## config.mk

```make
export PLATFORM = sky130hd
export DESIGN_NAME = synchrocheck_close_control
export DESIGN_NICKNAME = d
export VERILOG_FILES = /design/src/common/synchro_pkg.sv /design/src/design/sync_stage.sv /design/src/design/synchrocheck_close_control.sv
export SDC_FILE = /design/constraint.sdc
export NUM_CORES = 2
export LEC_CHECK = 0
export ABC_AREA = 1
export BUFFER_PORTS_ARGS = -buffer_cell sky130_fd_sc_hd__buf_4
export CAP_MARGIN = 30
export CORE_ASPECT_RATIO = 0.9
export CORE_MARGIN = 2
export CORE_UTILIZATION = 55
export CTS_CLUSTER_DIAMETER = 150
export CTS_CLUSTER_SIZE = 24
export DETAILED_ROUTE_END_ITERATION = 8
export GPL_TIMING_DRIVEN = 0
export PLACE_DENSITY = 0.72
export SETUP_SLACK_MARGIN = 0.2
export SLEW_MARGIN = 5
export SYNTH_ARGS = -nofsm -noshare
export SYNTH_HDL_FRONTEND = slang
export SYNTH_HIERARCHICAL = 1
export SYNTH_SLANG_ARGS = --single-unit
```

## constraint.sdc

```tcl
create_clock -name core_clk_i -period 76.8 [get_ports core_clk_i]
set_input_delay 15.36 -clock core_clk_i [delete_from_list [all_inputs] [get_ports core_clk_i]]
set_output_delay 15.36 -clock core_clk_i [all_outputs]
set_load 0.005 [all_outputs]
```

## src/common/synchro_pkg.sv

```systemverilog
// Package for the synchrocheck close control block.
// Assumes a 25 MHz core clock; all measurements arrive as unsigned scaled numbers.
package synchro_pkg;

  // ************************************************************
  // Timing
  // ************************************************************
  localparam int unsigned CLK_HZ         = 25_000_000;
  localparam int unsigned TICK_US        = 1000;           // Timebase tick, 1 ms
  localparam int unsigned TICK_CYCLES    = CLK_HZ / 1_000_000 * TICK_US;
  localparam int unsigned FAIL_PULSE_MS  = 200;            // Fixed fail pulse
  localparam int unsigned FAIL_PULSE_TICKS = FAIL_PULSE_MS * 1000 / TICK_US;
  localparam int unsigned REQ_TIMEOUT_DEF_MS = 10_000;     // Default request timeout

  // ************************************************************
  // Widths and codes
  // ************************************************************
  localparam int unsigned VW = 16;   // Voltage, fraction of nominal
  localparam int unsigned FW = 16;   // Frequency and frequency difference, mHz
  localparam int unsigned AW = 16;   // Phase angle
  localparam int unsigned TW = 20;   // Millisecond counters

  // Voltage-check selection bits; any OR of the three codes is allowed
  localparam int unsigned VC_BOTH_DEAD  = 0;
  localparam int unsigned VC_REF_D_CMP_L = 1;
  localparam int unsigned VC_REF_L_CMP_D = 2;

  // Synchronism mode
  typedef enum logic [1:0] {SMODE_OFF, SMODE_ASYNC, SMODE_SYNC} sync_mode_t;

  // Stage two input pair selection
  typedef enum logic [1:0] {PAIR_MAIN_Y, PAIR_MAIN_Z, PAIR_Y_Z} pair_sel_t;

  // One measured side
  typedef struct packed {
    logic [VW-1:0] amp;     // Amplitude
    logic [FW-1:0] freq;    // Frequency, mHz
    logic [AW-1:0] angle;   // Phase angle, 0.01 degree units over 0..35999
  } meas_t;

  // Per-stage settings
  typedef struct packed {
    logic          volt_check_en;  // Voltage-only criterion in use
    logic [2:0]    volt_check_sel;
    sync_mode_t    mode;
    logic [VW-1:0] dead_limit;
    logic [VW-1:0] live_limit;
    logic [VW-1:0] max_du;
    logic [FW-1:0] max_df;
    logic [AW-1:0] max_dphi;
    logic [TW-1:0] close_time_ms;
    logic [TW-1:0] timeout_ms;
  } stage_cfg_t;

  // Per-stage indications
  typedef struct packed {
    logic request;
    logic ok;
    logic fail;
    logic close_cmd;
  } stage_out_t;

  localparam logic [AW-1:0] ANGLE_FULL = 16'h8CA0;  // 360.00 degrees
  localparam logic [AW-1:0] ANGLE_HALF = 16'h4650;  // 180.00 degrees

endpackage

```

## src/design/sync_stage.sv

```systemverilog
// One synchrocheck stage: classification, differences, request timer, fail pulse.
// Assumes one ms tick enable from the parent and measurements synchronous to the clock.
`timescale 1ns/1ps
module sync_stage
  import synchro_pkg::*;
(
  input  wire logic                    core_clk_i,
  input  wire logic                    rst_i,
  input  wire logic                    tick_i,
  input  wire synchro_pkg::meas_t      ref_i,
  input  wire synchro_pkg::meas_t      cmp_i,
  input  wire synchro_pkg::stage_cfg_t cfg_i,
  input  wire logic                    bypass_i,
  input  wire logic                    close_cmd_i,
  output synchro_pkg::stage_out_t      out_o
);
  import synchro_pkg::*;

  typedef enum {ST_IDLE, ST_REQ, ST_FAIL} st_t;

  st_t               state;
  logic [TW-1:0]     timer;
  logic [TW-1:0]     fail_cnt;
  logic              ref_dead, ref_live, cmp_dead, cmp_live;
  logic [VW-1:0]     du;
  logic [FW-1:0]     df;
  logic [AW-1:0]     raw_dphi, dphi;
  logic              volt_ok, fp_ok, in_window, aimed, synced;
  logic [31:0]       adv_angle;

  // ************************************************************
  // Dead and live classification
  // ************************************************************
  assign ref_dead = ref_i.amp < cfg_i.dead_limit;
  assign cmp_dead = cmp_i.amp < cfg_i.dead_limit;
  assign ref_live = ref_i.amp > cfg_i.live_limit;
  assign cmp_live = cmp_i.amp > cfg_i.live_limit;

  // ************************************************************
  // Differences between the two sides
  // ************************************************************
  // Absolute values; the angle wraps so the shorter way is taken
  assign du       = (ref_i.amp > cmp_i.amp) ? ref_i.amp - cmp_i.amp
                                            : cmp_i.amp - ref_i.amp;
  assign df       = (ref_i.freq > cmp_i.freq) ? ref_i.freq - cmp_i.freq
                                              : cmp_i.freq - ref_i.freq;
  assign raw_dphi = (ref_i.angle > cmp_i.angle) ? ref_i.angle - cmp_i.angle
                                                : cmp_i.angle - ref_i.angle;
  assign dphi     = (raw_dphi > ANGLE_HALF) ? ANGLE_FULL - raw_dphi : raw_dphi;

  // ************************************************************
  // Criteria
  // ************************************************************
  // First letter is reference side, second is comparison side
  assign volt_ok = (cfg_i.volt_check_sel[VC_BOTH_DEAD]   && ref_dead && cmp_dead)
                || (cfg_i.volt_check_sel[VC_REF_D_CMP_L] && ref_dead && cmp_live)
                || (cfg_i.volt_check_sel[VC_REF_L_CMP_D] && ref_live && cmp_dead);

  // Phase advance = slip (mHz) * close time (ms) * 360 deg, in 0.01 deg units
  assign adv_angle = 32'(df) * 32'(cfg_i.close_time_ms) * 32'd36 / 32'd1000;
  assign in_window = dphi <= cfg_i.max_dphi;
  assign aimed     = (cfg_i.mode == SMODE_SYNC)
                   ? (32'(dphi) <= adv_angle + 32'(cfg_i.max_dphi) / 32'd8)
                   : in_window;
  assign fp_ok = (cfg_i.mode != SMODE_OFF) && ref_live && cmp_live
              && du <= cfg_i.max_du && df <= cfg_i.max_df && in_window && aimed;

  // Either criterion alone, or either one of the two when both are enabled
  always_comb
  begin
    if (bypass_i)
      synced = 1'b1;
    else if (cfg_i.volt_check_en && cfg_i.mode != SMODE_OFF)
      synced = volt_ok || fp_ok;
    else if (cfg_i.mode != SMODE_OFF)
      synced = fp_ok;
    else
      synced = cfg_i.volt_check_en && volt_ok;
  end

  // ************************************************************
  // Request sequencing
  // ************************************************************
  // Close command only opens a request; repeats during a request are dropped
  always_ff @(posedge core_clk_i)
  begin
    if (rst_i)
      state <= ST_IDLE;
    else
      case (state)
        ST_IDLE:
          if (close_cmd_i)
            state <= ST_REQ;
        ST_REQ:
          if (synced)
            state <= ST_IDLE;
          else if (tick_i && timer + 1'b1 >= cfg_i.timeout_ms)
            state <= ST_FAIL;
        ST_FAIL:
          if (tick_i && fail_cnt + 1'b1 >= TW'(FAIL_PULSE_TICKS))
            state <= ST_IDLE;
        default:
          state <= ST_IDLE;
      endcase
  end

  // Timeout timer, cleared whenever idle
  always_ff @(posedge core_clk_i)
  begin
    if (rst_i || state != ST_REQ)
      timer <= '0;
    else if (tick_i)
      timer <= timer + 1'b1;
  end

  // Fail pulse length counter, independent of settings
  always_ff @(posedge core_clk_i)
  begin
    if (rst_i || state != ST_FAIL)
      fail_cnt <= '0;
    else if (tick_i)
      fail_cnt <= fail_cnt + 1'b1;
  end

  // Registered indications
  always_ff @(posedge core_clk_i)
  begin
    if (rst_i)
      out_o <= '0;
    else
    begin
      out_o.request   <= (state == ST_REQ) && !synced
                      && !(tick_i && timer + 1'b1 >= cfg_i.timeout_ms);
      out_o.ok        <= synced;
      out_o.fail      <= state == ST_FAIL;
      out_o.close_cmd <= (state == ST_REQ) && synced;
    end
  end

endmodule

```

## src/design/synchrocheck_close_control.sv

```systemverilog
// Top of the synchrocheck close control: two stages, pair selection, ms timebase.
// Assumes measurement front ends deliver settled values each cycle and
// the settings stay stable; the close command from each stage stays internal
// and only feeds the breaker close path port.
//
// Behaviour
// - close command only opens a request
// - request held until synchronism or timeout
// - timeout gives fail pulse, no close
// - fail pulse fixed at 200 ms
// - synchronism within time issues internal close
// - OK follows synchronism continuously
// - bypass forces synchronism true
// - below dead limit means dead
// - above live limit means live
// - voltage-only criterion from dead/live code
// - frequency-phase needs live sides, limits met
// - zero-phase mode advances by closing time
// - window mode closes at limit entry
// - criteria selectable alone or combined
// - request, OK, fail exported as outputs
// - two independent stages provided
// - amplitude, frequency, angle differences computed
// - first letter reference, second comparison
// - mode off leaves voltage check only
// - stage one main/y, stage two selectable
`timescale 1ns/1ps
module synchrocheck_close_control
  import synchro_pkg::*;
(
  input  wire logic                    core_clk_i,
  input  wire logic                    rst_i,
  input  wire synchro_pkg::meas_t      main_line_voltage_i,
  input  wire synchro_pkg::meas_t      y_side_line_voltage_i,
  input  wire synchro_pkg::meas_t      z_side_line_voltage_i,
  input  wire synchro_pkg::stage_cfg_t stage1_cfg_i,
  input  wire synchro_pkg::stage_cfg_t stage2_cfg_i,
  input  wire synchro_pkg::pair_sel_t  stage2_pair_i,
  input  wire logic                    stage1_bypass_i,
  input  wire logic                    stage2_bypass_i,
  input  wire logic                    stage1_close_cmd_i,
  input  wire logic                    stage2_close_cmd_i,
  output logic                         stage1_request_o,
  output logic                         stage1_ok_o,
  output logic                         stage1_fail_o,
  output logic                         stage2_request_o,
  output logic                         stage2_ok_o,
  output logic                         stage2_fail_o,
  output logic                         circuit_breaker_close_o
);
  import synchro_pkg::*;

  logic [15:0] tick_div;
  logic        tick;
  meas_t       s2_ref;
  meas_t       s2_cmp;
  stage_out_t  s1_out;
  stage_out_t  s2_out;

  // ************************************************************
  // Millisecond timebase
  // ************************************************************
  // One enable pulse per ms keeps all timers on the single clock
  always_ff @(posedge core_clk_i)
  begin
    if (rst_i)
      tick_div <= '0;
    else if (tick_div == 16'(TICK_CYCLES - 1))
      tick_div <= '0;
    else
      tick_div <= tick_div + 16'h0001;
  end

  assign tick = tick_div == 16'(TICK_CYCLES - 1);

  // ************************************************************
  // Stage two pair selection
  // ************************************************************
  always_comb
  begin
    case (stage2_pair_i)
      PAIR_MAIN_Z:
      begin
        s2_ref = main_line_voltage_i;
        s2_cmp = z_side_line_voltage_i;
      end
      PAIR_Y_Z:
      begin
        s2_ref = y_side_line_voltage_i;
        s2_cmp = z_side_line_voltage_i;
      end
      default:
      begin
        s2_ref = main_line_voltage_i;
        s2_cmp = y_side_line_voltage_i;
      end
    endcase
  end

  // ************************************************************
  // Two independent stages
  // ************************************************************
  // Stage one is fixed to the main and y sides
  sync_stage u_stage1 (
    .core_clk_i  (core_clk_i),
    .rst_i       (rst_i),
    .tick_i      (tick),
    .ref_i       (main_line_voltage_i),
    .cmp_i       (y_side_line_voltage_i),
    .cfg_i       (stage1_cfg_i),
    .bypass_i    (stage1_bypass_i),
    .close_cmd_i (stage1_close_cmd_i),
    .out_o       (s1_out)
  );

  sync_stage u_stage2 (
    .core_clk_i  (core_clk_i),
    .rst_i       (rst_i),
    .tick_i      (tick),
    .ref_i       (s2_ref),
    .cmp_i       (s2_cmp),
    .cfg_i       (stage2_cfg_i),
    .bypass_i    (stage2_bypass_i),
    .close_cmd_i (stage2_close_cmd_i),
    .out_o       (s2_out)
  );

  // ************************************************************
  // Routable indications
  // ************************************************************
  assign stage1_request_o = s1_out.request;
  assign stage1_ok_o      = s1_out.ok;
  assign stage1_fail_o    = s1_out.fail;
  assign stage2_request_o = s2_out.request;
  assign stage2_ok_o      = s2_out.ok;
  assign stage2_fail_o    = s2_out.fail;

  // Close goes to the breaker path only, never to the output matrix
  always_ff @(posedge core_clk_i)
  begin
    if (rst_i)
      circuit_breaker_close_o <= 1'b0;
    else
      circuit_breaker_close_o <= s1_out.close_cmd || s2_out.close_cmd;
  end

endmodule

```

Word level (Yosys, flattened, before mapping)

Cells that the tools add are included.

Add/sub/neg operators: 21
Multipliers: 4
Div/mod/pow operators: 2
Magnitude comparators: 28
Equal/unequal tests: 23
Multiplexer cells: 28
Reductions and logical operators: 61

Operator list:

| cell                                                                     | number |
|---|---|
| 32-bit 2-to-1 mux                                                        | 8 |
| 32-bit case mux with 3 select lines                                      | 2 |
| 16-bit subtractor                                                        | 12 |
| 16-bit > comparator                                                      | 10 |
| 32-bit by 2-bit equality test with 1-bit output, second input constant   | 4 |
| 16-bit 2-to-1 mux                                                        | 8 |
| 16-bit <= comparator                                                     | 6 |
| 48-bit 2-to-1 mux                                                        | 2 |
| 20-bit by 1-bit adder with 20-bit output, second input constant          | 4 |
| 32-bit by 13-bit adder with 32-bit output                                | 2 |
| 32-bit by 10-bit divider with 32-bit output, second input constant       | 2 |
| 32-bit by 1-bit equality test with 1-bit output, second input constant   | 2 |
| 32-bit by 3-bit equality test with 1-bit output, second input constant   | 2 |
| 16-bit by 32-bit <= comparator with 1-bit output                         | 2 |
| 32-bit zero test                                                         | 2 |
| 16-bit less-than comparator                                              | 4 |
| 16-bit by 20-bit multiplier with 32-bit output                           | 2 |
| 32-bit by 4-bit multiplier with 30-bit output, second input constant     | 2 |
| 32-bit by 2-bit inequality test with 1-bit output, second input constant | 2 |
| 32-bit by 3-bit inequality test with 1-bit output, second input constant | 2 |
| 20-bit >= comparator                                                     | 2 |
| 20-bit by 8-bit >= comparator with 1-bit output, second input constant   | 2 |
| 1-bit logical AND                                                        | 38 |
| 16-bit by 15-bit > comparator with 1-bit output, second input constant   | 2 |
| 14 further kinds                                                         | 43 |

Register bits: 169
Input bits: 404
Output and inout bits: 7
Word-level logic and storage cells: 183

Logic depth before layout (Yosys ltp)

Word-level depth: 18
Gate-level depth with buffers: 225
Gate-level depth less buffers: 221

Modules after synthesis

The synthesis kept the hierarchy.

Modules (own cells, without submodules):

| module                     | instances | cells each | area each (um2) | seq. area each (um2) |
|---|---|---|---|---|
| sync_stage (u_stage1)      | 1         | 4242       | 27944.3         | 920.9 |
| sync_stage (u_stage2)      | 1         | 4229       | 27751.6         | 920.9 |
| synchrocheck_close_control | 1         | 236        | 2074.5          | 340.3 |

Worst setup path after synthesis

Ideal clock, no wire load.

Path kind: input port to flip-flop
From: input port stage2_pair_i[0]
To: register u_stage2.state[1]
Setup time: 0.109 ns
Arrival: 39.532 ns
Required time: 76.691 ns
Path slack: 37.159 ns
Cell stages on the path: 192
Path buffers: 4
Path through: inv_1 > ha_1 > buf_2 > buf_4 > mux2_2 > ha_1 > nand2_2 > inv_2 > nand2_1 > nand2_1 > a21oi_2 > nand2_1 > nand2_2 > buf_4 > nor2_1 > a31oi_1 > xor2_1 > clkbuf_1 > [156 not listed] > ha_1 > nand2_1 > inv_1 > nand3_1 > nor3_1 > nand2_1 > o2111ai_1 > nand3_1 > nor3_1 > nand2_1 > a2111o_1 > nand4_1 > nand2_1 > nor2_1 > o21ai_0 > o21ai_0 > o32a_1 > nor2_1

RTL lines:

| element                | RTL line                         | RTL |
|---|---|---|
| start: declaration     | synchrocheck_close_control.sv:38 | `input wire synchro_pkg::pair_sel_t stage2_pair_i,` |
| end signal: assignment | sync_stage.sv:88                 | `state <= ST_IDLE;` |
| end signal: assignment | sync_stage.sv:93                 | `state <= ST_REQ;` |
| end signal: assignment | sync_stage.sv:96                 | `state <= ST_IDLE;` |
| end: declaration       | sync_stage.sv:21                 | `st_t state;` |

==> impl_metrics.toml <==
[synthesis]
ys.warnings.count = 6
syn_area_per_cell_um2 = 6.63
syn_inst = 8707
synth-main-ff-cell = "dfxtp_1"
synth_fp_nets = 10400
synthDistinctLibCells = 85
synth-simple-area-share_pct = 29.1
syn_area_um2 = 57800
synth_top_family_by_area = "adder cells"
synth-seq-cells = 109
synth-compound-area-share_pct = 12.1
synthXorXnorAreaFrac_pct = 5.81
synth_edf_count = 0
synthMuxAreaShare_pct = 2.28
seq_area_frac_synth_pct = 3.78
synth_fa_ha_area_share_pct = 33.5
async_flop_share_pct = 0

[critical_path]
rr_startpoint = "u_stage2/timer[0]"
worst_path_max_delay_cell = "xor2_1"
cp_top_family = "simple AND/OR/NAND/NOR gates"
arrival_ns = 45.54
cp.required_ns = 77.05
endpoint_kind = "register"
startpoint_type = "primary input"
critical_path_class = "in2reg"
crit_top_cell = "nand2_1"
crit_fanout = 10
worstPathBufferInverterCount = 19
startpoint = "stage2_pair_i[0]"
max_stage_delay_ns = 0.65

[layout]
mostFrequentLayoutCell = "nand2_1"
fin_util_pct = 60.4
layout_common_cells = "1783 x nand2_1, 1767 x inv_1, 763 x ha_1, 709 x nor2_1, 492 x a21oi_1"
area_delta_synth_final_pct = 8.75
layout.nets = 10800
drive_gt1_share_pct = 12.3

[clock_tree]
worstSkewPairLatency_ns = 0.36
cts-resized-gates = 0
root_buffer = "clkbuf_16"
cts_tree = "built"
cts_max_path_buffers = 2
numCtsBuffers = 9
clk_pin_slew_ns = 0.07
cts.htree.levels = 3
post-cts-setup-buffers = 0
cts-hold-fix-buffers = 0
clock_sinks = 109

[sta]
finalWorstSetupSlack_ns = 31.51
setup_viol = 0
rsz0062_at_grt = "no"
hold_viol_final = 0
fin_crit_ns = 45.29
drv_slew = 0
max_freq_mhz = 22.1
fin_skew_ns = 0.0122
fin_crit_sh_pct = 59.0
maxSlewHeadroom_pct = 26.7
worst_pin_slew_ns = 1.10
tns_ns = 0

[route]
firstDrtPassIters = 8
wirelength_um = 175000
drc = 0
dr.first_iter.drc_count = 4390
routedWlPerCell_um = 16.7
ant_nets = 0
viasPerCell = 5.45
via_count = 57300

[die]
num_rows = 112
fp.dieW_um = 346
die-area_um2 = 108000
coreArea_um2 = 104000
die_y_um = 311
start_util_pct = 55.6
io_pins = 411

[global_routing]
track_usage_pct = 32.1
grt_max_degree = 20
grt_pass1_vias = 55800
antenna_found_initial = 27
grt_pass1_wl_um = 284000
gr-total-overflow = 0

[min_path]
hold_path_class = "reg2reg"
min-delay-start = "u_stage1/out_o[0]"

[status]
status = "finished, final reports clean"

[placed_design]
port-buffer-count = 397
hpwlAfterDp_um = 153000
place_congestion = 1.03
preCtsSetupSlack_ns = 31.54

[flow_run]
maxCapViolations = 0
[state kept, by name, summed over array words and instances, names as in the netlist]
register and cells:
circuit_breaker_close_o 1, u_stage1/out_o 4, u_stage2/state 2, tick_div 16, u_stage2/timer 20, u_stage1/fail_cnt 20, u_stage2/out_o 4, u_stage1/state 2
u_stage1/timer 20, u_stage2/fail_cnt 20
[cell type report]
cell class	count	area, µm²
Inverter	1923	7250
Timing Repair Buffer	398	2990
Tap cell	1368	1710
Clock buffer	10	239
Sequential cell	109	2180
Clock inverter	6	55.1
Antenna cell	25	62.6
Multi-Input combinational cell	6557	47800
Buffer	118	551
Fill cell	10100	41200
[path summary, 6_finish.rpt]
kind / endpoint / cells past startpoint / slack [ns]
min: circuit_breaker_close_o / 2 / 0.45
max: u_stage2/state[1] / 188 / 31.51
max reg2reg: u_stage2/state[1] / 20 / 72.80
min reg2reg: circuit_breaker_close_o / 2 / 0.45
[Yosys cell counts, types with 98 or more instances]
master   instances  share of area [%]
ha_1           763                 17
nand3_1        484                4.2
fa_1           490                 17
nand2_1       1783                 12
inv_2          117               0.76
mux2_2          99                1.9
o21ai_0        259                2.2
nor2_1         709                4.6
o21ai_1         98               0.85
nand2_2        174                1.9
a21oi_1        492                4.3
inv_1         1767                 11
xor2_1         285                4.3
dfxtp_1        109                3.8
[kinds of logic after synthesis]
logic type,Yosys count
adder cells (fa/ha/maj),1253
buffers and inverters,2041
AO/OA/AOI/OAI,1181
flip-flops,109
AND/OR/NAND/NOR,3623
XOR/XNOR,381
multiplexers,119
[per-layer routing]
layer / share of wire [%] / vias to the layer above / GRT usage, %
met2: 44 / 1995 / 52.3
met5: 0.092 / - / 0
li1: - / 28300 / -
met4: 3.6 / 6 / 10.5
met3: 7.6 / 309 / 4.04
met1: 44 / 26700 / 44.1
[per-stage QoR]
step / cells / hold slack [ns] / area [µm²]
3_5_place_dp: 10500 / 0.435 / 62500
6_report: 10500 / 0.450 / 62800
3_3_place_gp: 10500 / 0.428 / 62500
5_1_grt: 10500 / 0.485 / 62800
4_1_cts: 10500 / 0.459 / 62800
2_1_floorplan: 8707 / 0.411 / 57800
[worst reg2reg max path, cell delays in order (launching register included)]
cell,delay (ns)
dfxtp_1,0.40
ha_1,0.20
nand2_1,0.09
nor2_1,0.17
inv_1,0.09
o21ai_0,0.14
nand2_1,0.10
inv_1,0.07
ha_1,0.23
nand2_1,0.06
nor2_1,0.04
a2111oi_0,0.63
o221a_2,0.33
o211ai_1,0.08
a21oi_1,0.13
nor2_1,0.05
nor3_1,0.42
o21ai_0,0.29
o21ai_0,0.17
o32a_1,0.17
nor2_1,0.04
Power is not shown: default switching activity piles up to over one toggle a cycle in this logic, so the estimate is an artifact.
